`src/pwic_cfg.svh`:
```
// constants for the port wakeup and interrupt control block
`ifndef PWIC_CFG_SVH
`define PWIC_CFG_SVH
`define PWIC_SEL_DIR 8'h1F
`define PWIC_SEL_EDGE 8'h1A
`define PWIC_SEL_EN 8'h1B
`define PWIC_SEL_PEND 8'h19
`define PWIC_SEL_CMP 8'h18
`define PWIC_EN_RST 8'hFF
`define PWIC_EDGE_RST 8'hFF
`define PWIC_DIR_RST 8'hFF
`define PWIC_VECTOR 12'h000
`define PWIC_PC_MAX 12'hFFF
`define PWIC_PA_LSB 5
`define PWIC_RTC_ROLL 8'hFF
`endif

```
`src/pwic_pkg.sv`:
```
// types for the port wakeup and interrupt control block
package pwic_pkg;
  typedef enum logic [1:0] {PWIC_RUN, PWIC_ISR} pwic_state_e;
  typedef struct packed {
    logic [11:0] pc;
    logic [7:0] file_select_register;
    logic [7:0] status;
    logic [7:0] w;
  } pwic_ctx_s;
  typedef struct packed {
    logic [2:0] t1;
    logic [2:0] t2;
  } pwic_timer_irq_s;
endpackage : pwic_pkg

```
`src/pwic_top.sv`:
```
// port b wakeup, interrupt sequencing and context save logic
//
// Contract
// - pending register reset value undefined, software clears; the code resets it to 00h
// - selector 19h swaps working with pending
// - other targets except comparator (18h) copy without returning old value
// - selector picks direction, edge or enable
// - enable bits active low, clear permits pin
// - edge bit set falling, clear rising
// - reset loads enable and edge with ones
// - eight port b edge interrupts while awake
// - counter rollover raises internal interrupt
// - timers one and two: three sources each
// - equal priority, disabled until return
// - program counter pushed on single-level stack
// - file select, status, working copied to shadows
// - page bits cleared after status shadow copy
// - entry loads program counter with zero
// - return restores counter and shadowed registers
// - add-literal return adds literal to counter
// - either return re-enables interrupts
// - event during routine pends, taken after return
// - pending one means edge seen since clear
// - wakeup from power down branches to top
`timescale 1ns/1ps
`include "pwic_cfg.svh"
module pwic_top
  import pwic_pkg::*;
(
  input wire logic i_ref_clk,
  input wire logic i_resetn,
  input wire logic [7:0] i_port_b,
  input wire logic i_port_wr,
  input wire logic [7:0] i_mode_sel,
  input wire logic [7:0] i_w_data,
  input wire logic [7:0] i_cmp_result,
  input wire logic i_sleeping,
  input wire logic i_rtc_inc,
  input wire logic [7:0] i_rtc_value,
  input wire logic i_rtc_irq_en,
  input wire logic i_rtc_flag_clr,
  input wire pwic_timer_irq_s i_timer_irq,
  input wire logic i_ack_slot,
  input wire pwic_ctx_s i_ctx,
  input wire logic i_ret,
  input wire logic i_ret_add,
  input wire logic [7:0] i_ret_literal,
  output logic [7:0] o_swap_data,
  output logic o_swap_valid,
  output logic [7:0] o_port_b_dir,
  output logic [7:0] o_port_b_wake_enable,
  output logic [7:0] o_port_b_edge_select,
  output logic [7:0] o_port_b_wake_pending,
  output logic o_rtc_pending,
  output logic o_irq_req,
  output logic o_irq_enter,
  output logic o_wakeup,
  output pwic_ctx_s o_ctx_load,
  output logic o_ctx_load_valid,
  output logic o_rtc_add_valid,
  output logic [7:0] o_rtc_add,
  output logic o_global_en
);

  // ----------------------------------------------------------------
  // pin synchroniser and edge detect
  // ----------------------------------------------------------------
  logic [7:0] pin_meta;
  logic [7:0] pin_sync;
  logic [7:0] pin_prev;
  logic [7:0] pend;
  logic [7:0] enb;
  logic [7:0] edge_sel;
  logic [7:0] dir;
  pwic_state_e state;
  pwic_ctx_s shadow;
  logic global_en;
  logic rtc_pend;
  logic ack_state;

  always_ff @(posedge i_ref_clk) begin
    pin_meta <= i_port_b;
    pin_sync <= pin_meta;
    pin_prev <= pin_sync;
  end

  wire [7:0] rise = pin_sync & ~pin_prev;
  wire [7:0] fall = ~pin_sync & pin_prev;
  wire [7:0] edge_hit = (edge_sel & fall) | (~edge_sel & rise);

  // ----------------------------------------------------------------
  // control target decode
  // ----------------------------------------------------------------
  wire wr_dir = i_port_wr && (i_mode_sel == `PWIC_SEL_DIR);
  wire wr_edge = i_port_wr && (i_mode_sel == `PWIC_SEL_EDGE);
  wire wr_en = i_port_wr && (i_mode_sel == `PWIC_SEL_EN);
  wire wr_pend = i_port_wr && (i_mode_sel == `PWIC_SEL_PEND);
  wire wr_cmp = i_port_wr && (i_mode_sel == `PWIC_SEL_CMP);
  wire [7:0] next_pend = wr_pend ? (i_w_data | edge_hit) : (pend | edge_hit);

  // ----------------------------------------------------------------
  // port b registers
  // ----------------------------------------------------------------
  always_ff @(posedge i_ref_clk) begin
    if (!i_resetn) begin
      enb <= `PWIC_EN_RST;
      edge_sel <= `PWIC_EDGE_RST;
      dir <= `PWIC_DIR_RST;
      pend <= 8'h00;
    end else begin
      if (wr_en) enb <= i_w_data;
      if (wr_edge) edge_sel <= i_w_data;
      if (wr_dir) dir <= i_w_data;
      pend <= next_pend;
    end
  end

  // swap returns old value for pending and comparator only
  always_ff @(posedge i_ref_clk) begin
    if (!i_resetn) begin
      o_swap_data <= 8'h00;
      o_swap_valid <= 1'b0;
    end else begin
      o_swap_valid <= wr_pend | wr_cmp;
      if (wr_pend) o_swap_data <= pend;
      else if (wr_cmp) o_swap_data <= i_cmp_result;
    end
  end

  // ----------------------------------------------------------------
  // interrupt sources
  // ----------------------------------------------------------------
  wire rtc_roll = i_rtc_inc && (i_rtc_value == `PWIC_RTC_ROLL);
  always_ff @(posedge i_ref_clk) begin
    if (!i_resetn) rtc_pend <= 1'b0;
    else rtc_pend <= rtc_roll | (rtc_pend & ~i_rtc_flag_clr);
  end

  wire port_src = |(pend & ~enb);
  wire timer_src = |i_timer_irq.t1 | |i_timer_irq.t2;
  wire any_src = (port_src & ~i_sleeping) | (rtc_pend & i_rtc_irq_en) | timer_src;
  wire irq_req = any_src & global_en;
  wire enter = irq_req & i_ack_slot & (state == PWIC_RUN);
  wire ret_any = (i_ret | i_ret_add) & (state == PWIC_ISR);

  // ----------------------------------------------------------------
  // entry and return sequencing
  // ----------------------------------------------------------------
  always_ff @(posedge i_ref_clk) begin
    if (!i_resetn) begin
      state <= PWIC_RUN;
      global_en <= 1'b1;
      shadow <= '0;
    end else begin
      case (state)
        PWIC_RUN: begin
          if (enter) begin
            state <= PWIC_ISR;
            global_en <= 1'b0;
            shadow <= i_ctx;
          end
        end
        PWIC_ISR: begin
          if (ret_any) begin
            state <= PWIC_RUN;
            global_en <= 1'b1;
          end
        end
        default: state <= PWIC_RUN;
      endcase
    end
  end

  pwic_ctx_s entry_ctx;
  always_comb begin
    entry_ctx = i_ctx;
    entry_ctx.pc = `PWIC_VECTOR;
    entry_ctx.status[`PWIC_PA_LSB +: 3] = 3'b000;
  end

  wire wake = i_sleeping && port_src;

  always_ff @(posedge i_ref_clk) begin
    if (!i_resetn) begin
      o_ctx_load <= '0;
      o_ctx_load_valid <= 1'b0;
      o_irq_enter <= 1'b0;
      o_rtc_add_valid <= 1'b0;
      o_rtc_add <= 8'h00;
      o_wakeup <= 1'b0;
    end else begin
      o_irq_enter <= enter;
      o_ctx_load_valid <= enter | ret_any | wake;
      o_wakeup <= wake;
      o_rtc_add_valid <= ret_any & i_ret_add;
      o_rtc_add <= i_ret_literal;
      if (wake) begin
        o_ctx_load <= i_ctx;
        o_ctx_load.pc <= `PWIC_PC_MAX;
      end else if (enter) o_ctx_load <= entry_ctx;
      else if (ret_any) o_ctx_load <= shadow;
    end
  end

  assign o_port_b_dir = dir;
  assign o_port_b_wake_enable = enb;
  assign o_port_b_edge_select = edge_sel;
  assign o_port_b_wake_pending = pend;
  assign o_rtc_pending = rtc_pend;
  assign o_irq_req = irq_req;
  assign o_global_en = global_en;
  assign ack_state = (state == PWIC_ISR);
endmodule : pwic_top

```
`config.mk`:
```
export PLATFORM = sky130hd
export DESIGN_NAME = pwic_top
export DESIGN_NICKNAME = d
export VERILOG_FILES = /design/src/pwic_pkg.sv /design/src/pwic_top.sv
export VERILOG_INCLUDE_DIRS = /design/src /design/src/src
export SDC_FILE = /design/constraint.sdc
export NUM_CORES = 1
export LEC_CHECK = 0
export ABC_AREA = 1
export BUFFER_PORTS_ARGS = -buffer_cell sky130_fd_sc_hd__buf_2
export CORE_ASPECT_RATIO = 0.75
export CORE_MARGIN = 4
export CORE_UTILIZATION = 50
export CTS_CLUSTER_SIZE = 14
export DETAILED_ROUTE_END_ITERATION = 10
export GPL_TIMING_DRIVEN = 0
export PLACE_DENSITY = 0.8
export SETUP_SLACK_MARGIN = 0.5
export SYNTH_ARGS = -nofsm -noshare
export SYNTH_HDL_FRONTEND = slang
export SYNTH_SLANG_ARGS = --single-unit
export TNS_END_PERCENT = 50
```
`constraint.sdc`:
```
create_clock -name i_ref_clk -period 1.75 [get_ports i_ref_clk]
set_input_delay 0 -clock i_ref_clk [delete_from_list [all_inputs] [get_ports i_ref_clk]]
set_output_delay 0 -clock i_ref_clk [all_outputs]
set_load 0.05 [all_outputs]
```
==> reports/results.ini, run 1 <==
[status]
outcome = finished, violations left
violations = negative setup slack

[global_route]
grt_max_degree = 17
gr-max-usage-layer = met2
grt_pass1_wl_um = 28500
first_global_vias = 5806
grt-ovfl-total = 0
antenna_found_initial = 0
grt_use_met2_pct = 44.6
grt_use_total_pct = 27.9
grt_use_met1_pct = 36.5
grt_util_met3_pct = 7.34

[synth]
synth_cell_types = 29
synth_nets = 821
synth_top_family_by_area = simple AND/OR/NAND/NOR gates
synth_top_area_share_pct = 54.0
syn_area_um2 = 5640
ys_ff_latch = 152
netlist_top_cells_count = nand2_1 (246), dfxtp_1 (152), inv_1 (65), nor2_1 (60), o211ai_1 (32)
netlist_top_cells_area = dfxtp_1 (54%), nand2_1 (16%), inv_1 (4.3%)
syn_avg_cell_area_um2 = 7.82
synth_edf_count = 0
synth-async-reset-ratio_pct = 0
syn_inst = 721
synth_area_leader_cell = dfxtp_1
synthFlopType = dfxtp_1
synth_adder_area_share_pct = 0
yosysMostFrequentCell = nand2_1
ys_seq_area_share_pct = 54.0
synthMuxAreaShare_pct = 0
yosysWarnings = 0
synth-xor-area-share_pct = 0
synth_compound_area_share_pct = 11.7
synth-simple-area-share_pct = 26.8

[worst_setup_path]
crit_fanout = 10
crit_slowest_cell = o21ai_1
cp-end-kind = flip-flop
start_kind = flip-flop
cp_top_family = compound AO/OA/AOI/OAI gates
worst-path-buf-inv = 2
critPathKind = reg2reg
max_stage_delay_ns = 0.53
cp_cell_sequence = o21ai_1 > clkbuf_2 > nand4_1 > nand3_1 > nand2_1 > inv_1
cp.required_ns = 2.10
critPathArrivalTime_ns = 2.18

[cts]
htree_levels = 4
clock_path_buffers = 2
cts_inserted_buffers = 17
insertion_delay_ns = 0.41
cts-root-buf = clkbuf_16
cts_tree = yes
path_clk_slew_ns = 0.06
clkSinkCount = 152

[power_and_ir_drop]
leakagePower_nw = 4.42
peakVddDrop_v = 0.000724
p_per_area_nw_per_um2 = 1010
p_total_mw = 8.82

[die]
coreArea_um2 = 11000
dieArea_um2 = 13100
fp.dieW_um = 131
initial_core_util_pct = 51.3
rows = 33
die_h_um = 100
ios = 192

[sta]
worst_pin_slew_ns = 0.943
tns_ns = -0.490
setup_ws_ns = -0.0834
grt_setup_unrepaired = yes
setup_viol = 24
period_needed_ns = 1.83
fmax_mhz = 545
relSlewSlack_pct = 36.7
fin_skew_ns = 0.00997
finalHoldViolations = 0
drv_slew = 0
min_period_over_period_pct = 105

[cells_and_area]
area_delta_synth_final_pct = 55.6
final_util_pct = 79.9
drive_gt1_share_pct = 34.6
finalNetCount = 1132
fill_cells = 688
n_antenna_cell = 0
final_cells = 1185

[route]
finalWirelength_um = 19600
drt_pass1_iterations = 5
num_vias = 6242
drc_errors = 0
drt_iter0_markers = 491
vias_per_cell = 5.27
routedWlPerCell_um = 16.5
ant_nets = 0

[flow_run]
drv_cap = 0

[placement]
dp_cells = 1052
place_ws_ns = -0.200
place_hpwl_um = 12000
portBuffers = 191
gp_congestion = 0.877

[worst_hold_path]
min-delay-path-class = in2reg

## through the flow
step	hold WS (ns)	cell area [um^2]
global route	0.0307	8780
floorplan	0.0277	5780
detailed placement	0.104	6910
global placement	0.102	6910
CTS	0.0126	8550
finish	0.0255	8780
## tightest hold or removal path: stages
cell      delay (ns)
buf_2           0.10
inv_1           0.06
a211oi_1        0.07
a21oi_1         0.11
nor2_1          0.04
## sequential cells by signal, summed over array words and instances (netlist names)
register	flops
o_port_b_edge_select	8
pin_prev	8
state	1
o_swap_valid	1
pin_sync	8
o_irq_enter	1
o_rtc_add	8
o_port_b_wake_enable	8
o_rtc_add_valid	1
o_ctx_load	36
pin_meta	8
o_wakeup	1
shadow	36
o_swap_data	8
o_port_b_dir	8
o_ctx_load_valid	1
o_global_en	1
o_rtc_pending	1
o_port_b_wake_pending	8
## kinds of logic after synthesis
group | count (synthesis)
compound gates | 106
buf+inv | 101
flops | 152
simple gates | 362
## routing by layer
| layer | vias to the layer above | part of all wire [%] |
|---|---|---|
| met5 | - | 0 |
| met1 | 2891 | 41 |
| met2 | 322 | 46 |
| li1 | 2965 | - |
| met3 | 64 | 8.7 |
| met4 | 0 | 3.4 |
## where the power goes
| group | total (mW) | switching (mW) | internal, mW |
|---|---|---|---|
| combinational | 1.52 | 0.947 | 0.577 |
| sequential | 3.73 | 0.102 | 3.63 |
| clock | 3.57 | 1.45 | 2.11 |
## placed cells by master (no fill, tap or decap), types with 3 or more instances in the layout
| master | count |
|---|---|
| nand3_4 | 3 |
| nor2_1 | 56 |
| a21oi_1 | 21 |
| buf_6 | 11 |
| a211o_1 | 3 |
| buf_12 | 3 |
| inv_4 | 3 |
| nand4_1 | 17 |
| buf_4 | 18 |
| clkbuf_1 | 16 |
| dlygate4sd3_1 | 72 |
| inv_2 | 8 |
| buf_8 | 5 |
| nand3_1 | 19 |
| a211oi_1 | 8 |
| nand2_4 | 7 |
| a21oi_2 | 9 |
| nand2_1 | 217 |
| inv_1 | 56 |
| o21ai_1 | 12 |
| clkbuf_16 | 18 |
| inv_6 | 3 |
| nand2_2 | 26 |
| o211ai_1 | 32 |
| o21ai_0 | 9 |
| nor2_4 | 3 |
| a221oi_1 | 4 |
| o21ai_2 | 7 |
| buf_1 | 3 |
| dfxtp_1 | 134 |
| buf_2 | 191 |
| nand3_2 | 7 |
| nor2_2 | 3 |
| clkinv_4 | 4 |
| clkbuf_2 | 5 |
| dfxtp_4 | 17 |
## area by class of cell
type / instances / area (um^2) / area share [%]
Timing Repair Buffer: 291 / 1980 / 22.6
Sequential cell: 152 / 3110 / 35.4
Multi-Input combinational cell: 469 / 2440 / 27.8
Buffer: 33 / 230 / 2.62
Inverter: 68 / 263 / 2.99
Clock inverter: 13 / 145 / 1.65
Clock buffer: 19 / 433 / 4.93
Tap cell: 140 / 175 / 2.00
## what timing repair did
action | CTS | global route
setup endpoints to repair | 78 | 87
setup buffers | 17 | 6
pin swaps | 20 | 18
gates resized for setup | 50 | 58
endpoints found under the hold margin | 112 | 0
hold buffers | 72 | 0
gates cloned | 4 | 2
## path summary, 6_finish.rpt
kind | end | startpoint | slack (ns) | cells past startpoint
worst max-delay path | o_ctx_load[9] | state[0] | -0.08 | 6
worst min-delay path | o_swap_data[5] | i_cmp_result[5] | 0.03 | 5
worst max register to register | o_ctx_load[9] | state[0] | -0.08 | 6
worst min register to register | pin_sync[4] | pin_meta[4] | 0.32 | 0
Note: power is estimated with default switching activity, not from simulation.
==> run 2: changes to the inputs <==
- ABC_AREA: 1 -> 0
- PLACE_DENSITY: 0.8 -> 0.79
==> reports/results.ini, run 2 <==
[status]
outcome = finished, violations left
violations = negative hold slack, negative setup slack

[cells_and_area]
final_cell_mix = buf_2 (191), dfxtp_1 (134), nand2_1 (107)
finalNetCount = 972  ; -14%
largestRegisters = o_ctx_load: 36 flops, shadow: 36 flops
fill_cells = 672  ; -2.3%
drive_gt1_share_pct = 38.4  ; +3.8 points
area_delta_synth_final_pct = 55.7  ; about the same
final_common_cell = buf_2
final_cells = 1026  ; -13%

[worst_setup_path]
critPathArrivalTime_ns = 2.02  ; -0.16 ns
crit_fanout = 3  ; -7
crit_path_start = o_port_b_wake_pending[6]
start_kind = flip-flop
cp-end-kind = output port
cp.required_ns = 1.75  ; -0.35 ns
r2r_start = o_port_b_wake_pending[1]
critPathKind = reg2out
r2r_setup_slack_ns = -0.27  ; -0.19 ns

[die]
initial_core_util_pct = 51.7  ; +0.39 points
fp.dieW_um = 132  ; +0.70%
die_h_um = 101  ; +0.70%
rows = 33  ; unchanged
dieArea_um2 = 13200  ; +1.4%
coreArea_um2 = 11100  ; +0.75%
ios = 192  ; unchanged

[synth]
synthFlopType = dfxtp_1
yosysMostFrequentCell = dfxtp_1
ys_ff_latch = 152  ; unchanged
syn_area_um2 = 5720  ; +1.5%
synth-async-reset-ratio_pct = 0  ; unchanged
synth_top_area_share_pct = 53.2  ; -0.80 points
netlist_top_cells_count = dfxtp_1 (152), nand2_1 (109), mux2i_1 (86), nor2_1 (29), clkbuf_1 (22)
ys_seq_area_share_pct = 53.2  ; -0.80 points
synth_edf_count = 0  ; unchanged
synth_area_leader_cell = dfxtp_1
yosysWarnings = 0  ; unchanged
netlist_top_cells_area = dfxtp_1 (53%), mux2i_1 (15%), nand2_1 (7.1%)
syn_avg_cell_area_um2 = 10.2  ; +30%
syn_inst = 561  ; -22%
synth_cell_types = 42  ; +45%
synth_nets = 661  ; -19%

[global_route]
grt_use_total_pct = 29.1  ; +1.3 points
grt_pass1_wl_um = 30300  ; +6.4%
grt_max_degree = 17  ; unchanged
grt-ovfl-total = 0  ; unchanged
first_global_vias = 5825  ; +0.33%
antenna_found_initial = 1  ; +1

[route]
drc_errors = 0  ; unchanged
finalWirelength_um = 19600  ; +0.10%
routedWlPerCell_um = 19.1  ; +16%
vias_per_cell = 5.38  ; +2.1%
num_vias = 5518  ; -12%
ant_nets = 0  ; unchanged
drt_iter0_markers = 435  ; -11%
drt_pass1_iterations = 5  ; unchanged

[power_and_ir_drop]
p_per_area_nw_per_um2 = 990  ; -1.5%
p_total_mw = 8.82  ; about the same
peakVddDrop_v = 0.000836  ; +15%
clockPowerShare_pct = 41.2  ; +0.8 points
power.switching_mw = 2.36  ; -5.5%
pwr-share-seq_pct = 42.2  ; about the same
leakagePower_nw = 4.23  ; -4.4%
pwr-share-comb_pct = 16.6  ; -0.7 points
switching_share_pct = 26.8  ; -1.6 points
internal_power_mw = 6.46  ; +2.1%

[placement]
portBuffers = 191  ; unchanged
place_hpwl_um = 12000  ; about the same
gp_congestion = 0.836  ; -4.6%
dp_cells = 892  ; -15%

[sta]
fin_skew_ns = 0.00914  ; -0.000825 ns
fmax_mhz = 495  ; -9.3%
grt_setup_unrepaired = yes
min_period_over_period_pct = 116  ; +11 points
finalHoldViolations = 2  ; +2
holdWs_ns = -0.00349  ; -0.0290 ns
drv_slew = 0  ; unchanged
period_needed_ns = 2.02  ; +0.188 ns
setup_ws_ns = -0.272  ; -0.188 ns
worst_pin_slew_ns = 0.857  ; -0.0868 ns
setup_viol = 66  ; +180%
relSlewSlack_pct = 42.9  ; +6.2 points

[flow_run]
drv_cap = 0  ; unchanged

[cts]
path_clk_slew_ns = 0.06  ; about the same
clock_path_buffers = 2  ; unchanged
cts_inserted_buffers = 17  ; unchanged
cts_tree = yes
insertion_delay_ns = 0.41  ; about the same
htree_levels = 4  ; unchanged
cts-root-buf = clkbuf_16
clkSinkCount = 152  ; unchanged

[worst_hold_path]
min-delay-path-class = in2reg
holdCritStartpoint = i_mode_sel[1]

## run 2: cell families after synthesis
logic type / Yosys count / share of synthesized area [%]
and+or+nand+nor: 195 / 15.7
buffers and inverters: 40 / 3.63
DFF: 152 / 53.2
AOI/OAI and AO/OA: 77 / 10.3
muxes: 97 / 17.2
## run 2: area by class of cell
| cell class | count | area (um^2) | area share (%) |
|---|---|---|---|
| timing repair buffer | 292 | 2060 | 23.1 |
| buffer | 35 | 287 | 3.22 |
| tap | 140 | 175 | 1.97 |
| multi-input combinational | 369 | 2690 | 30.2 |
| sequential | 152 | 3100 | 34.7 |
| clock buffer | 21 | 462 | 5.18 |
| clock inverter | 11 | 121 | 1.36 |
| antenna | 1 | 2.50 | 0.0281 |
| inverter | 5 | 21.3 | 0.239 |
## run 2: worst paths after layout
kind | cells past startpoint | endpoint
worst min-delay path | 4 | o_swap_data[3]
worst max-delay path | 6 | o_irq_req
worst max register to register | 8 | shadow[7]
worst min register to register | 0 | pin_sync[3]
## run 2: power groups by stage
stage          sequential (mW)  combinational, mW  clock, mW
3_3_place_gp              3.79               1.03          0
4_1_cts                   3.72               1.35       3.66
3_5_place_dp              3.80               1.06          0
2_1_floorplan             4.04              0.457          0
5_1_grt                   3.74               1.54       3.80
6_report                  3.72               1.46       3.63
## run 2: through the flow
stage | TNS, ns | utilization, % | instance area [um^2] | worst slack [ns]
after floorplan | -0.792 | - | 5820 | -0.0465
after CTS | -3.38 | 78.4 | 8670 | -0.220
after detailed placement | -9.10 | 62.8 | 6950 | -0.222
final | -10.99 | 80.5 | 8910 | -0.272
after global routing | -15.71 | 80.5 | 8910 | -0.350
after global placement | -5.23 | 62.8 | 6950 | -0.143
## run 2: per-layer routing
| layer | GRT usage [%] | up-vias | share of wire (%) |
|---|---|---|---|
| met5 | 0 | - | 0 |
| met4 | 11.8 | 0 | 2.7 |
| met3 | 9.88 | 49 | 8.9 |
| met2 | 50.8 | 269 | 49 |
| met1 | 33.4 | 2620 | 39 |
| li1 | - | 2580 | - |
## run 2: critical path, stage by stage, from the launching register on
cell and delay (ns):
dfxtp_4 0.35, nor2b_4 0.14, a2111oi_4 0.42, and2_4 0.24, o211ai_1 0.12, and2_1 0.19
buf_6 0.15
## run 2: repair_timing
item	4_1_cts	5_1_grt
endpoints found under the setup margin	101	121
gates resized for setup	62	40
hold endpoints to repair	119	0
buffers inserted	14	7
gates cloned	7	1
pin swaps	22	25
hold buffers	72	0
